`config.mk`:
```
export PLATFORM = sky130hd
export DESIGN_NAME = ttc_trigger_control
export DESIGN_NICKNAME = d
export VERILOG_FILES = /design/src/ttc_pkg.sv /design/src/ttc_trigger_control.sv
export SDC_FILE = /design/constraint.sdc
export NUM_CORES = 1
export LEC_CHECK = 0
export ABC_AREA = 1
export BUFFER_PORTS_ARGS = -buffer_cell sky130_fd_sc_hd__buf_2
export CAP_MARGIN = 20
export CORE_MARGIN = 5
export CORE_UTILIZATION = 50
export DETAILED_ROUTE_END_ITERATION = 16
export GPL_ROUTABILITY_DRIVEN = 0
export GPL_TIMING_DRIVEN = 0
export HOLD_SLACK_MARGIN = 0.12
export PLACE_DENSITY = 0.79
export SLEW_MARGIN = 0
export SYNTH_ARGS = -nofsm -noshare
export SYNTH_HDL_FRONTEND = slang
export SYNTH_SLANG_ARGS = --single-unit
```
`constraint.sdc`:
```
create_clock -name ref_clk_i -period 1.81 [get_ports ref_clk_i]
set_input_delay 0.362 -clock ref_clk_i [delete_from_list [all_inputs] [get_ports ref_clk_i]]
set_output_delay 0.362 -clock ref_clk_i [all_outputs]
set_load 0.1 [all_outputs]
```
`src/ttc_pkg.sv`:
```
/*
 * ttc_pkg: register map, field positions, reset values, source codes and
 * carrier types of the timer trigger control block.
 * Assumes a 16-bit register port whose addresses are byte offsets.
 */
`default_nettype none
package ttc_pkg;

	// register port
	localparam int          ADDR_W = 16;
	localparam int          DATA_W = 16;
	localparam logic [15:0] ADDR_CFG0   = 16'hf410;
	localparam logic [15:0] ADDR_CFG1   = 16'hf412;
	localparam logic [15:0] ADDR_CTRL   = 16'hf414;
	localparam logic [15:0] ADDR_STATUS = 16'hf416;
	localparam logic [15:0] RESET_CFG   = 16'h0000;
	localparam logic [15:0] DATA_ZERO   = 16'h0000;

	// trigger_config_0 fields
	localparam int          CFG0_START_DIS = 0;
	localparam int          CFG0_STOP_EN   = 1;
	localparam int          CFG0_CLEAR     = 2;
	localparam int          CFG0_GATE      = 3;
	localparam int          CFG0_SRC_LO_LSB = 8;
	localparam int          CFG0_SRC_LO_MSB = 11;
	localparam int          CFG0_SRC_HI    = 15;
	localparam logic [15:0] CFG0_MASK      = 16'h8f0f;

	// trigger_config_1 fields
	localparam int          CFG1_EDGE_LSB  = 0;
	localparam int          CFG1_EDGE_MSB  = 1;
	localparam int          CFG1_EMRG_LSB  = 4;
	localparam int          CFG1_EMRG_MSB  = 5;
	localparam logic [15:0] CFG1_MASK      = 16'h0033;

	// control and status fields
	localparam int          CTRL_EMRG_EN   = 0;
	localparam int          STAT_RUNNING   = 0;
	localparam int          STAT_EMRG      = 1;
	localparam int          STAT_READ_SEEN = 2;

	// trigger source codes and groups
	localparam logic [1:0]  SRC_GRP_TERM   = 2'h0;
	localparam logic [1:0]  SRC_GRP_STMR   = 2'h2;
	localparam logic [1:0]  SRC_GRP_CHAN   = 2'h3;
	localparam int          CHAN_CNT       = 4;

	// edge select codes
	localparam logic [1:0]  EDGE_RR        = 2'h0;
	localparam logic [1:0]  EDGE_FR        = 2'h1;
	localparam logic [1:0]  EDGE_RF        = 2'h2;
	localparam logic [1:0]  EDGE_FF        = 2'h3;

	// emergency source codes
	localparam logic [1:0]  EMRG_TERM0     = 2'h0;
	localparam logic [1:0]  EMRG_TERM4     = 2'h1;
	localparam logic [1:0]  EMRG_CMP0      = 2'h2;
	localparam logic [1:0]  EMRG_CMP1      = 2'h3;
	localparam int          TERM_EMRG_A    = 0;
	localparam int          TERM_EMRG_B    = 4;

	// event input vector layout
	localparam int          EV_W           = 22;
	localparam int          EV_TERM        = 0;
	localparam int          EV_STMR        = 8;
	localparam int          EV_CHAN        = 16;
	localparam int          EV_CMP0        = 20;
	localparam int          EV_CMP1        = 21;

	typedef enum logic [1:0] {
		TTC_STOPPED,
		TTC_RUNNING,
		TTC_EMERG
	} ttc_run_e;

	typedef struct packed {
		logic [7:0] terminal_trigger;
		logic [7:0] simple_timer_request;
		logic [3:0] channel_trigger_out;
		logic       comparator0_trigger;
		logic       comparator1_trigger;
	} ttc_events_s;

	typedef struct packed {
		logic start_req;
		logic stop_req;
		logic clear_req;
		logic emerg_stop;
		logic running;
	} ttc_core_req_s;

endpackage
`default_nettype wire

```
`src/ttc_trigger_control.sv`:
```
/*
 * ttc_trigger_control: trigger start/stop/clear and emergency stop control
 * for one multi_func_timer channel, with its two trigger configuration
 * registers and a small control/status pair on a plain register port.
 * Assumes event inputs are clocked by ref_clk_i, the counter core acts on
 * one-cycle request pulses and reports reads of counter_value_reg and its
 * own software start/stop as one-cycle pulses.
 * Reserved configuration bits are dropped on write and read as zero.
 */
// Added by the designer: the plain strobed port.
`default_nettype none
module ttc_trigger_control
	import ttc_pkg::*;
(
	// clock and reset
	input  wire logic                 ref_clk_i,
	input  wire logic                 rstn_i,
	// register port
	input  wire logic [ADDR_W-1:0]    reg_addr_i,
	input  wire logic [DATA_W-1:0]    reg_wdata_i,
	input  wire logic                 reg_wr_i,
	input  wire logic                 reg_rd_i,
	output var  logic [DATA_W-1:0]    reg_rdata_o,
	// event sources
	input  wire ttc_pkg::ttc_events_s events_i,
	// counter core side
	input  wire logic                 cnt_read_i,
	input  wire logic                 sw_start_i,
	input  wire logic                 sw_stop_i,
	output var  ttc_pkg::ttc_core_req_s core_o
);
	import ttc_pkg::*;

	typedef struct packed {
		logic [EV_W-1:0]   sync1;
		logic [EV_W-1:0]   sync2;
		logic [EV_W-1:0]   prev;
		logic [DATA_W-1:0] cfg0;
		logic [DATA_W-1:0] cfg1;
		logic              emerg_stop_en;
		ttc_run_e          run;
		logic              read_seen;
		logic [DATA_W-1:0] rdata;
		ttc_core_req_s     req;
	} ttc_state_s;

	ttc_state_s st_r;
	ttc_state_s st_nxt;

	// decoded configuration
	logic       trig_start_dis;
	logic       trig_stop_en;
	logic       clear_on_trig_stop;
	logic       start_gate_on_read;
	logic [4:0] trig_src_sel;
	logic [1:0] trig_edge_sel;
	logic [1:0] emerg_src_sel;

	// event decode
	logic [EV_W-1:0] ev_raw;
	logic [EV_W-1:0] ev_rise;
	logic [EV_W-1:0] ev_fall;
	logic            src_valid;
	logic            src_is_term;
	logic [4:0]      src_index;
	logic            sel_rise;
	logic            sel_fall;
	logic            start_ev;
	logic            stop_ev;
	logic            emerg_ev;
	logic            start_ok;
	logic            gate_open;
	logic            emerg_src_ev;
	logic [DATA_W-1:0] status_word;

	assign trig_start_dis     = st_r.cfg0[CFG0_START_DIS];
	assign trig_stop_en       = st_r.cfg0[CFG0_STOP_EN];
	assign clear_on_trig_stop = st_r.cfg0[CFG0_CLEAR];
	assign start_gate_on_read = st_r.cfg0[CFG0_GATE];
	assign trig_src_sel       = {st_r.cfg0[CFG0_SRC_HI],
	                             st_r.cfg0[CFG0_SRC_LO_MSB:CFG0_SRC_LO_LSB]};
	assign trig_edge_sel      = st_r.cfg1[CFG1_EDGE_MSB:CFG1_EDGE_LSB];
	assign emerg_src_sel      = st_r.cfg1[CFG1_EMRG_MSB:CFG1_EMRG_LSB];

	// simple timer requests and channel outputs alike enter raw and act only through their edges
	assign ev_raw = {events_i.comparator1_trigger,
	                 events_i.comparator0_trigger,
	                 events_i.channel_trigger_out,
	                 events_i.simple_timer_request,
	                 events_i.terminal_trigger};

	assign ev_rise = st_r.sync2 & ~st_r.prev;
	assign ev_fall = ~st_r.sync2 & st_r.prev;

	// map the 5-bit code onto the event vector; reserved codes select nothing
	always_comb begin
		src_valid   = 1'b0;
		src_is_term = 1'b0;
		src_index   = 5'h00;
		case (trig_src_sel[4:3])
			SRC_GRP_TERM: begin
				src_valid   = 1'b1;
				src_is_term = 1'b1;
				src_index   = 5'(EV_TERM) + {2'h0, trig_src_sel[2:0]};
			end
			SRC_GRP_STMR: begin
				src_valid = 1'b1;
				src_index = 5'(EV_STMR) + {2'h0, trig_src_sel[2:0]};
			end
			SRC_GRP_CHAN: begin
				// own channel output is not blocked here; software keeps it out
				src_valid = (trig_src_sel[2:0] < 3'(CHAN_CNT));
				src_index = 5'(EV_CHAN) + {3'h0, trig_src_sel[1:0]};
			end
			// the 01xxx group falls here and selects nothing
			default: begin
				src_valid = 1'b0;
			end
		endcase
	end

	assign sel_rise = src_valid & ev_rise[src_index];
	assign sel_fall = src_valid & ev_fall[src_index];

	// edge select only bites on terminal triggers
	always_comb begin
		start_ev = sel_rise;
		stop_ev  = sel_rise;
		if (src_is_term) begin
			case (trig_edge_sel)
				EDGE_RR: begin
					start_ev = sel_rise;
					stop_ev  = sel_rise;
				end
				EDGE_FR: begin
					start_ev = sel_fall;
					stop_ev  = sel_rise;
				end
				EDGE_RF: begin
					start_ev = sel_rise;
					stop_ev  = sel_fall;
				end
				EDGE_FF: begin
					start_ev = sel_fall;
					stop_ev  = sel_fall;
				end
				default: begin
					start_ev = sel_rise;
					stop_ev  = sel_rise;
				end
			endcase
		end
	end

	// emergency source, rising edges only
	always_comb begin
		case (emerg_src_sel)
			EMRG_TERM0: begin
				emerg_src_ev = ev_rise[EV_TERM + TERM_EMRG_A];
			end
			EMRG_TERM4: begin
				emerg_src_ev = ev_rise[EV_TERM + TERM_EMRG_B];
			end
			EMRG_CMP0: begin
				emerg_src_ev = ev_rise[EV_CMP0];
			end
			EMRG_CMP1: begin
				emerg_src_ev = ev_rise[EV_CMP1];
			end
			default: begin
				emerg_src_ev = 1'b0;
			end
		endcase
	end

	// the enable gates every emergency source alike
	assign emerg_ev = emerg_src_ev & st_r.emerg_stop_en;

	// start permission: enabled, and after a read when gating is on
	// gate opens once counter_value_reg was read after the last stop
	assign gate_open = ~start_gate_on_read | st_r.read_seen;
	assign start_ok  = ~trig_start_dis & gate_open;

	// status view of the run state
	always_comb begin
		status_word                 = DATA_ZERO;
		status_word[STAT_RUNNING]   = (st_r.run == TTC_RUNNING);
		status_word[STAT_EMRG]      = (st_r.run == TTC_EMERG);
		status_word[STAT_READ_SEEN] = st_r.read_seen;
	end

	always_comb begin
		st_nxt = st_r;

		// two-stage synchroniser, then the previous sample
		// only the second stage feeds logic, the first may be metastable
		st_nxt.sync1 = ev_raw;
		st_nxt.sync2 = st_r.sync1;
		st_nxt.prev  = st_r.sync2;

		// register writes; reserved bits are not stored and read as zero
		if (reg_wr_i) begin
			case (reg_addr_i)
				ADDR_CFG0: begin
					st_nxt.cfg0 = reg_wdata_i & CFG0_MASK;
				end
				ADDR_CFG1: begin
					st_nxt.cfg1 = reg_wdata_i & CFG1_MASK;
				end
				ADDR_CTRL: begin
					st_nxt.emerg_stop_en = reg_wdata_i[CTRL_EMRG_EN];
				end
				default: begin
					st_nxt.emerg_stop_en = st_r.emerg_stop_en;
				end
			endcase
		end

		// read data stand for one cycle only; unmapped reads give zero
		st_nxt.rdata = DATA_ZERO;
		if (reg_rd_i) begin
			case (reg_addr_i)
				ADDR_CFG0: begin
					st_nxt.rdata = st_r.cfg0;
				end
				ADDR_CFG1: begin
					st_nxt.rdata = st_r.cfg1;
				end
				ADDR_CTRL: begin
					st_nxt.rdata = {15'h0000, st_r.emerg_stop_en};
				end
				ADDR_STATUS: begin
					st_nxt.rdata = status_word;
				end
				default: begin
					st_nxt.rdata = DATA_ZERO;
				end
			endcase
		end

		// request pulses default low
		st_nxt.req.start_req  = 1'b0;
		st_nxt.req.stop_req   = 1'b0;
		st_nxt.req.clear_req  = 1'b0;
		st_nxt.req.emerg_stop = 1'b0;

		case (st_r.run)
			TTC_STOPPED: begin
				// an emergency edge while stopped still enters emergency stop
				if (emerg_ev) begin
					st_nxt.run            = TTC_EMERG;
					st_nxt.req.emerg_stop = 1'b1;
				end else if (sw_start_i || (start_ev && start_ok)) begin
					st_nxt.run           = TTC_RUNNING;
					st_nxt.req.start_req = 1'b1;
				end
			end
			TTC_RUNNING: begin
				// emergency outranks trigger stop, which outranks software stop
				if (emerg_ev) begin
					// halt without clearing
					st_nxt.run            = TTC_EMERG;
					st_nxt.req.emerg_stop = 1'b1;
					st_nxt.req.stop_req   = 1'b1;
				end else if (stop_ev && trig_stop_en) begin
					st_nxt.run           = TTC_STOPPED;
					st_nxt.req.stop_req  = 1'b1;
					st_nxt.req.clear_req = clear_on_trig_stop;
				end else if (sw_stop_i) begin
					st_nxt.run          = TTC_STOPPED;
					st_nxt.req.stop_req = 1'b1;
				end
			end
			TTC_EMERG: begin
				// only software leaves emergency stop, never a trigger
				if (sw_start_i) begin
					st_nxt.run           = TTC_RUNNING;
					st_nxt.req.start_req = 1'b1;
				end
			end
			default: begin
				st_nxt.run = TTC_STOPPED;
			end
		endcase

		// read gate: forget old reads on a stop, but a read in that cycle wins
		if (st_nxt.run != TTC_RUNNING && st_r.run == TTC_RUNNING) begin
			st_nxt.read_seen = 1'b0;
		end
		if (cnt_read_i) begin
			st_nxt.read_seen = 1'b1;
		end

		// running follows the next state so it lines up with the pulses
		st_nxt.req.running = (st_nxt.run == TTC_RUNNING);
	end

	always_ff @(posedge ref_clk_i or negedge rstn_i) begin
		if (!rstn_i) begin
			// all state zero, the counter core sees no requests
			st_r.sync1         <= '0;
			st_r.sync2         <= '0;
			st_r.prev          <= '0;
			st_r.cfg0          <= RESET_CFG;
			st_r.cfg1          <= RESET_CFG;
			st_r.emerg_stop_en <= 1'b0;
			st_r.run           <= TTC_STOPPED;
			st_r.read_seen     <= 1'b0;
			st_r.rdata         <= DATA_ZERO;
			st_r.req.start_req  <= 1'b0;
			st_r.req.stop_req   <= 1'b0;
			st_r.req.clear_req  <= 1'b0;
			st_r.req.emerg_stop <= 1'b0;
			st_r.req.running    <= 1'b0;
		end else begin
			st_r <= st_nxt;
		end
	end

	// outputs come straight from the state flops
	assign reg_rdata_o = st_r.rdata;
	assign core_o      = st_r.req;

endmodule
`default_nettype wire

```
==> results_dict.tcl <==
set metrics [dict create \
    place_area_mm2 0.00450 \
    finalSetupViolCount 2 \
    cellLeakagePower_nw 2.60 \
    met2_usage_pct 25.1 \
    max_freq_mhz 543 \
    wl_per_cell_um 13.0 \
    grt_pass1_vias 2873 \
    n_antenna_cell 0 \
    violations "setup timing" \
    drv_cap 0 \
    hp-class "in -> reg" \
    dp_slack_ns -0.0699 \
    syn_area_mm2 0.00397 \
    hold_viol_final 0 \
    synth_edf_count 0 \
    cts_sinks 99 \
    clkTransAtPathRegs_ns 0.09 \
    cp_num_buf_inv 2 \
    drtIter0Drc 131 \
    synth_area_leaders "dfrtp_1 62%, nand3_1 7.2%, inv_1 5.1%" \
    area_growth_pct 28.7 \
    yosysTopAreaCell "dfrtp_1" \
    critPathKind "reg -> reg" \
    grt_most_used_layer "met2" \
    initial_core_util_pct 51.4 \
    async_flop_share_pct 100 \
    cp-start-kind "flip-flop" \
    dp_cells 573 \
    via_count 3018 \
    holdPathStages 3 \
    rsz0062_at_grt "yes" \
    timing.setup.tns_ns -0.0314 \
    fill_cells 585 \
    ys_top_cells_by_count "99 x dfrtp_1, 57 x nand3_1, 54 x inv_1" \
    syn_avg_cell_area_um2 10.1 \
    antenna_found_initial 0 \
    grt_start_max_net_pins 51 \
    status "finished, violations left" \
    yosysSeqAreaShare_pct 62.4 \
    totalWireLength_mm 8.02 \
    ys.warnings.count 0 \
    overflow 0 \
    drtAntennaViolNets 0 \
    synth-main-ff-cell "dfrtp_1" \
    end_kind "flip-flop" \
    die-area_mm2 0.00982 \
    r2r_start "st_r[56]" \
    p_per_area_mw_per_mm2 844 \
    path_cells "inv_4 > nand2_8 > nand2_8 > clkbuf_16 > nand2_1 > nand3_1 > nand3_2 > nand3_2 > nand3_2 > nand2_2 > nand3_4 > nand2_2 > nand2_2 > nand2_1 > nand2_1" \
    critPathLaunch "st_r[56]" \
    finalInstanceArea_mm2 0.00511 \
    port_buffers 71 \
    synth.most_common_cell "dfrtp_1" \
    grt_pass1_wl_mm 12.9 \
    ys_ff_latch 99 \
    worst_path_dominant_cell_family "simple AND/OR/NAND/NOR gates" \
    layout_min_cycle_time_ns 1.84 \
    skew_ns 0.0101 \
    worst-path-stages 15 \
    finalCritPeriodShare_pct 102 \
    final_nets 573 \
    drcViolationCount 0 \
    via_per_inst 4.88 \
    yosysTopAreaCellShare_pct 62.4 \
    core_mm2 0.00773 \
    slew_viol_final 0 \
    critPathMaxFanout 7 \
    final-instance-count-excl-fill 619 \
    relSlewSlack_pct 58.0 \
    h-tree-depth 3 \
    drive_above_1_share_pct 30.4 \
    grt_use_met1_pct 22.3 \
    clock_latency_ns 0.36 \
    critPathMaxStageDelay_ns 0.44 \
    cts_tree "built" \
    crit_required_ns 2.07 \
    postSynthCellCount 395 \
    peakVddDrop_uv 499 \
    cts-root-buf "clkbuf_8" \
    whs_ns 0.186 \
    fp.dieW_um 99.1 \
    crit_arrival_ns 2.10 \
    use_met3_pct 4.21 \
    synth_cell_types 30 \
    die_h_um 99.1 \
    tightestPinTransition_ns 0.630 \
    fin_ws_ns -0.0301 \
    ios 82 \
    grt_util_all_layers_pct 16.3 \
    drt_pre_antenna_iters 4 \
    worstHoldStart "cnt_read_i" \
    rr_worst_depth 15 \
    dp_hpwl_mm 5.49 \
    slowest_stage "dfrtp_1" \
    rows 32 \
    cts_max_path_buffers 2 \
    cts_buffers 9 \
]
==> placed cells by master (no fill, tap or decap), types with 2 or more instances in the layout <==
| cell | instances |
|---|---|
| a21oi_1 | 11 |
| buf_2 | 70 |
| buf_4 | 29 |
| buf_8 | 2 |
| clkbuf_1 | 2 |
| clkbuf_8 | 9 |
| conb_1 | 5 |
| dfrtp_1 | 99 |
| dlygate4sd3_1 | 23 |
| inv_1 | 54 |
| inv_2 | 2 |
| inv_4 | 2 |
| inv_6 | 3 |
| mux2_2 | 3 |
| nand2_1 | 35 |
| nand2_2 | 8 |
| nand2_8 | 2 |
| nand3_1 | 46 |
| nand3_2 | 14 |
| nand3_4 | 3 |
| nand4_1 | 8 |
| nor2_1 | 46 |
| nor3_1 | 9 |
| nor4_1 | 2 |
| o211ai_1 | 2 |
| o21ai_0 | 11 |
| o22ai_1 | 3 |
==> state kept, by name, summed over array words and instances, names as in the netlist <==
| name | count |
|---|---|
| reg_rdata_o | 11 |
| st_r | 36 |
| clear_on_trig_stop | 1 |
| core_o | 5 |
| st_nxt | 44 |
| emerg_src_sel | 2 |
==> stage by stage <==
| stage | util [%] | power [mW] |
|---|---|---|
| 2_1_floorplan | - | 2.72 |
| 3_5_place_dp | 58.2 | 2.89 |
| 5_1_grt | 66.2 | 4.49 |
| 3_3_place_gp | 57.8 | 2.86 |
| 6_report | 66.2 | 4.31 |
| 4_1_cts | 64.1 | 4.31 |
==> final timing paths <==
path | end | slack [ns]
worst max-delay path | st_r[21] | -0.03
max in group asynchronous | reg_rdata_o[3] | 0.61
worst max register to register | st_r[21] | -0.03
worst min register to register | st_nxt[61] | 0.35
worst min-delay path | st_r[21] | 0.19
min in group asynchronous | st_nxt[81] | 0.55
==> cell type report <==
| type | count | area [µm²] | area share, % |
|---|---|---|---|
| sequential | 99 | 2480 | 48.5 |
| multi-input combinational | 215 | 1180 | 23.2 |
| timing repair buffer | 102 | 686 | 13.4 |
| inverter | 58 | 223 | 4.36 |
| buffer | 27 | 218 | 4.26 |
| clock buffer | 10 | 128 | 2.50 |
| tap | 102 | 128 | 2.50 |
| clock inverter | 6 | 70.1 | 1.37 |
==> per-layer routing <==
| metal | share of wire (%) | routed length, µm |
|---|---|---|
| met3 | 6.4 | 517 |
| met2 | 48 | 3880 |
| met5 | 0 | 0 |
| met4 | 1.7 | 133 |
| met1 | 43 | 3490 |
==> kinds of logic (layout without fill, tap and decap cells) <==
family	after synthesis	in the layout	synth area share (%)
compound gates	30	30	4.19
flops	99	99	62.4
other cells	1	5	0.0944
mux	3	3	0.851
simple gates	177	177	21.6
buf+inv	85	203	10.8
==> tightest hold or removal path, delay by kind of cell <==
family                 cells  cell delay [ns]
and+or+nand+nor            1             0.05
buffers and inverters      2             0.10
==> repair_timing <==
item / CTS / global route
cloned: 0 / 1
resized for setup: 0 / 26
setup endpoints to repair: 3 / 6
hold buffers: 23 / 0
setup buffers: 3 / 3
pin swaps: 0 / 15
endpoints found under the hold margin: 71 / 0
==> power breakdown <==
part / internal (mW) / switching [mW]
clock network: 0.655 / 0.758
registers: 2.31 / 0.0528
logic: 0.178 / 0.355
(Power assumes the default switching activity.)
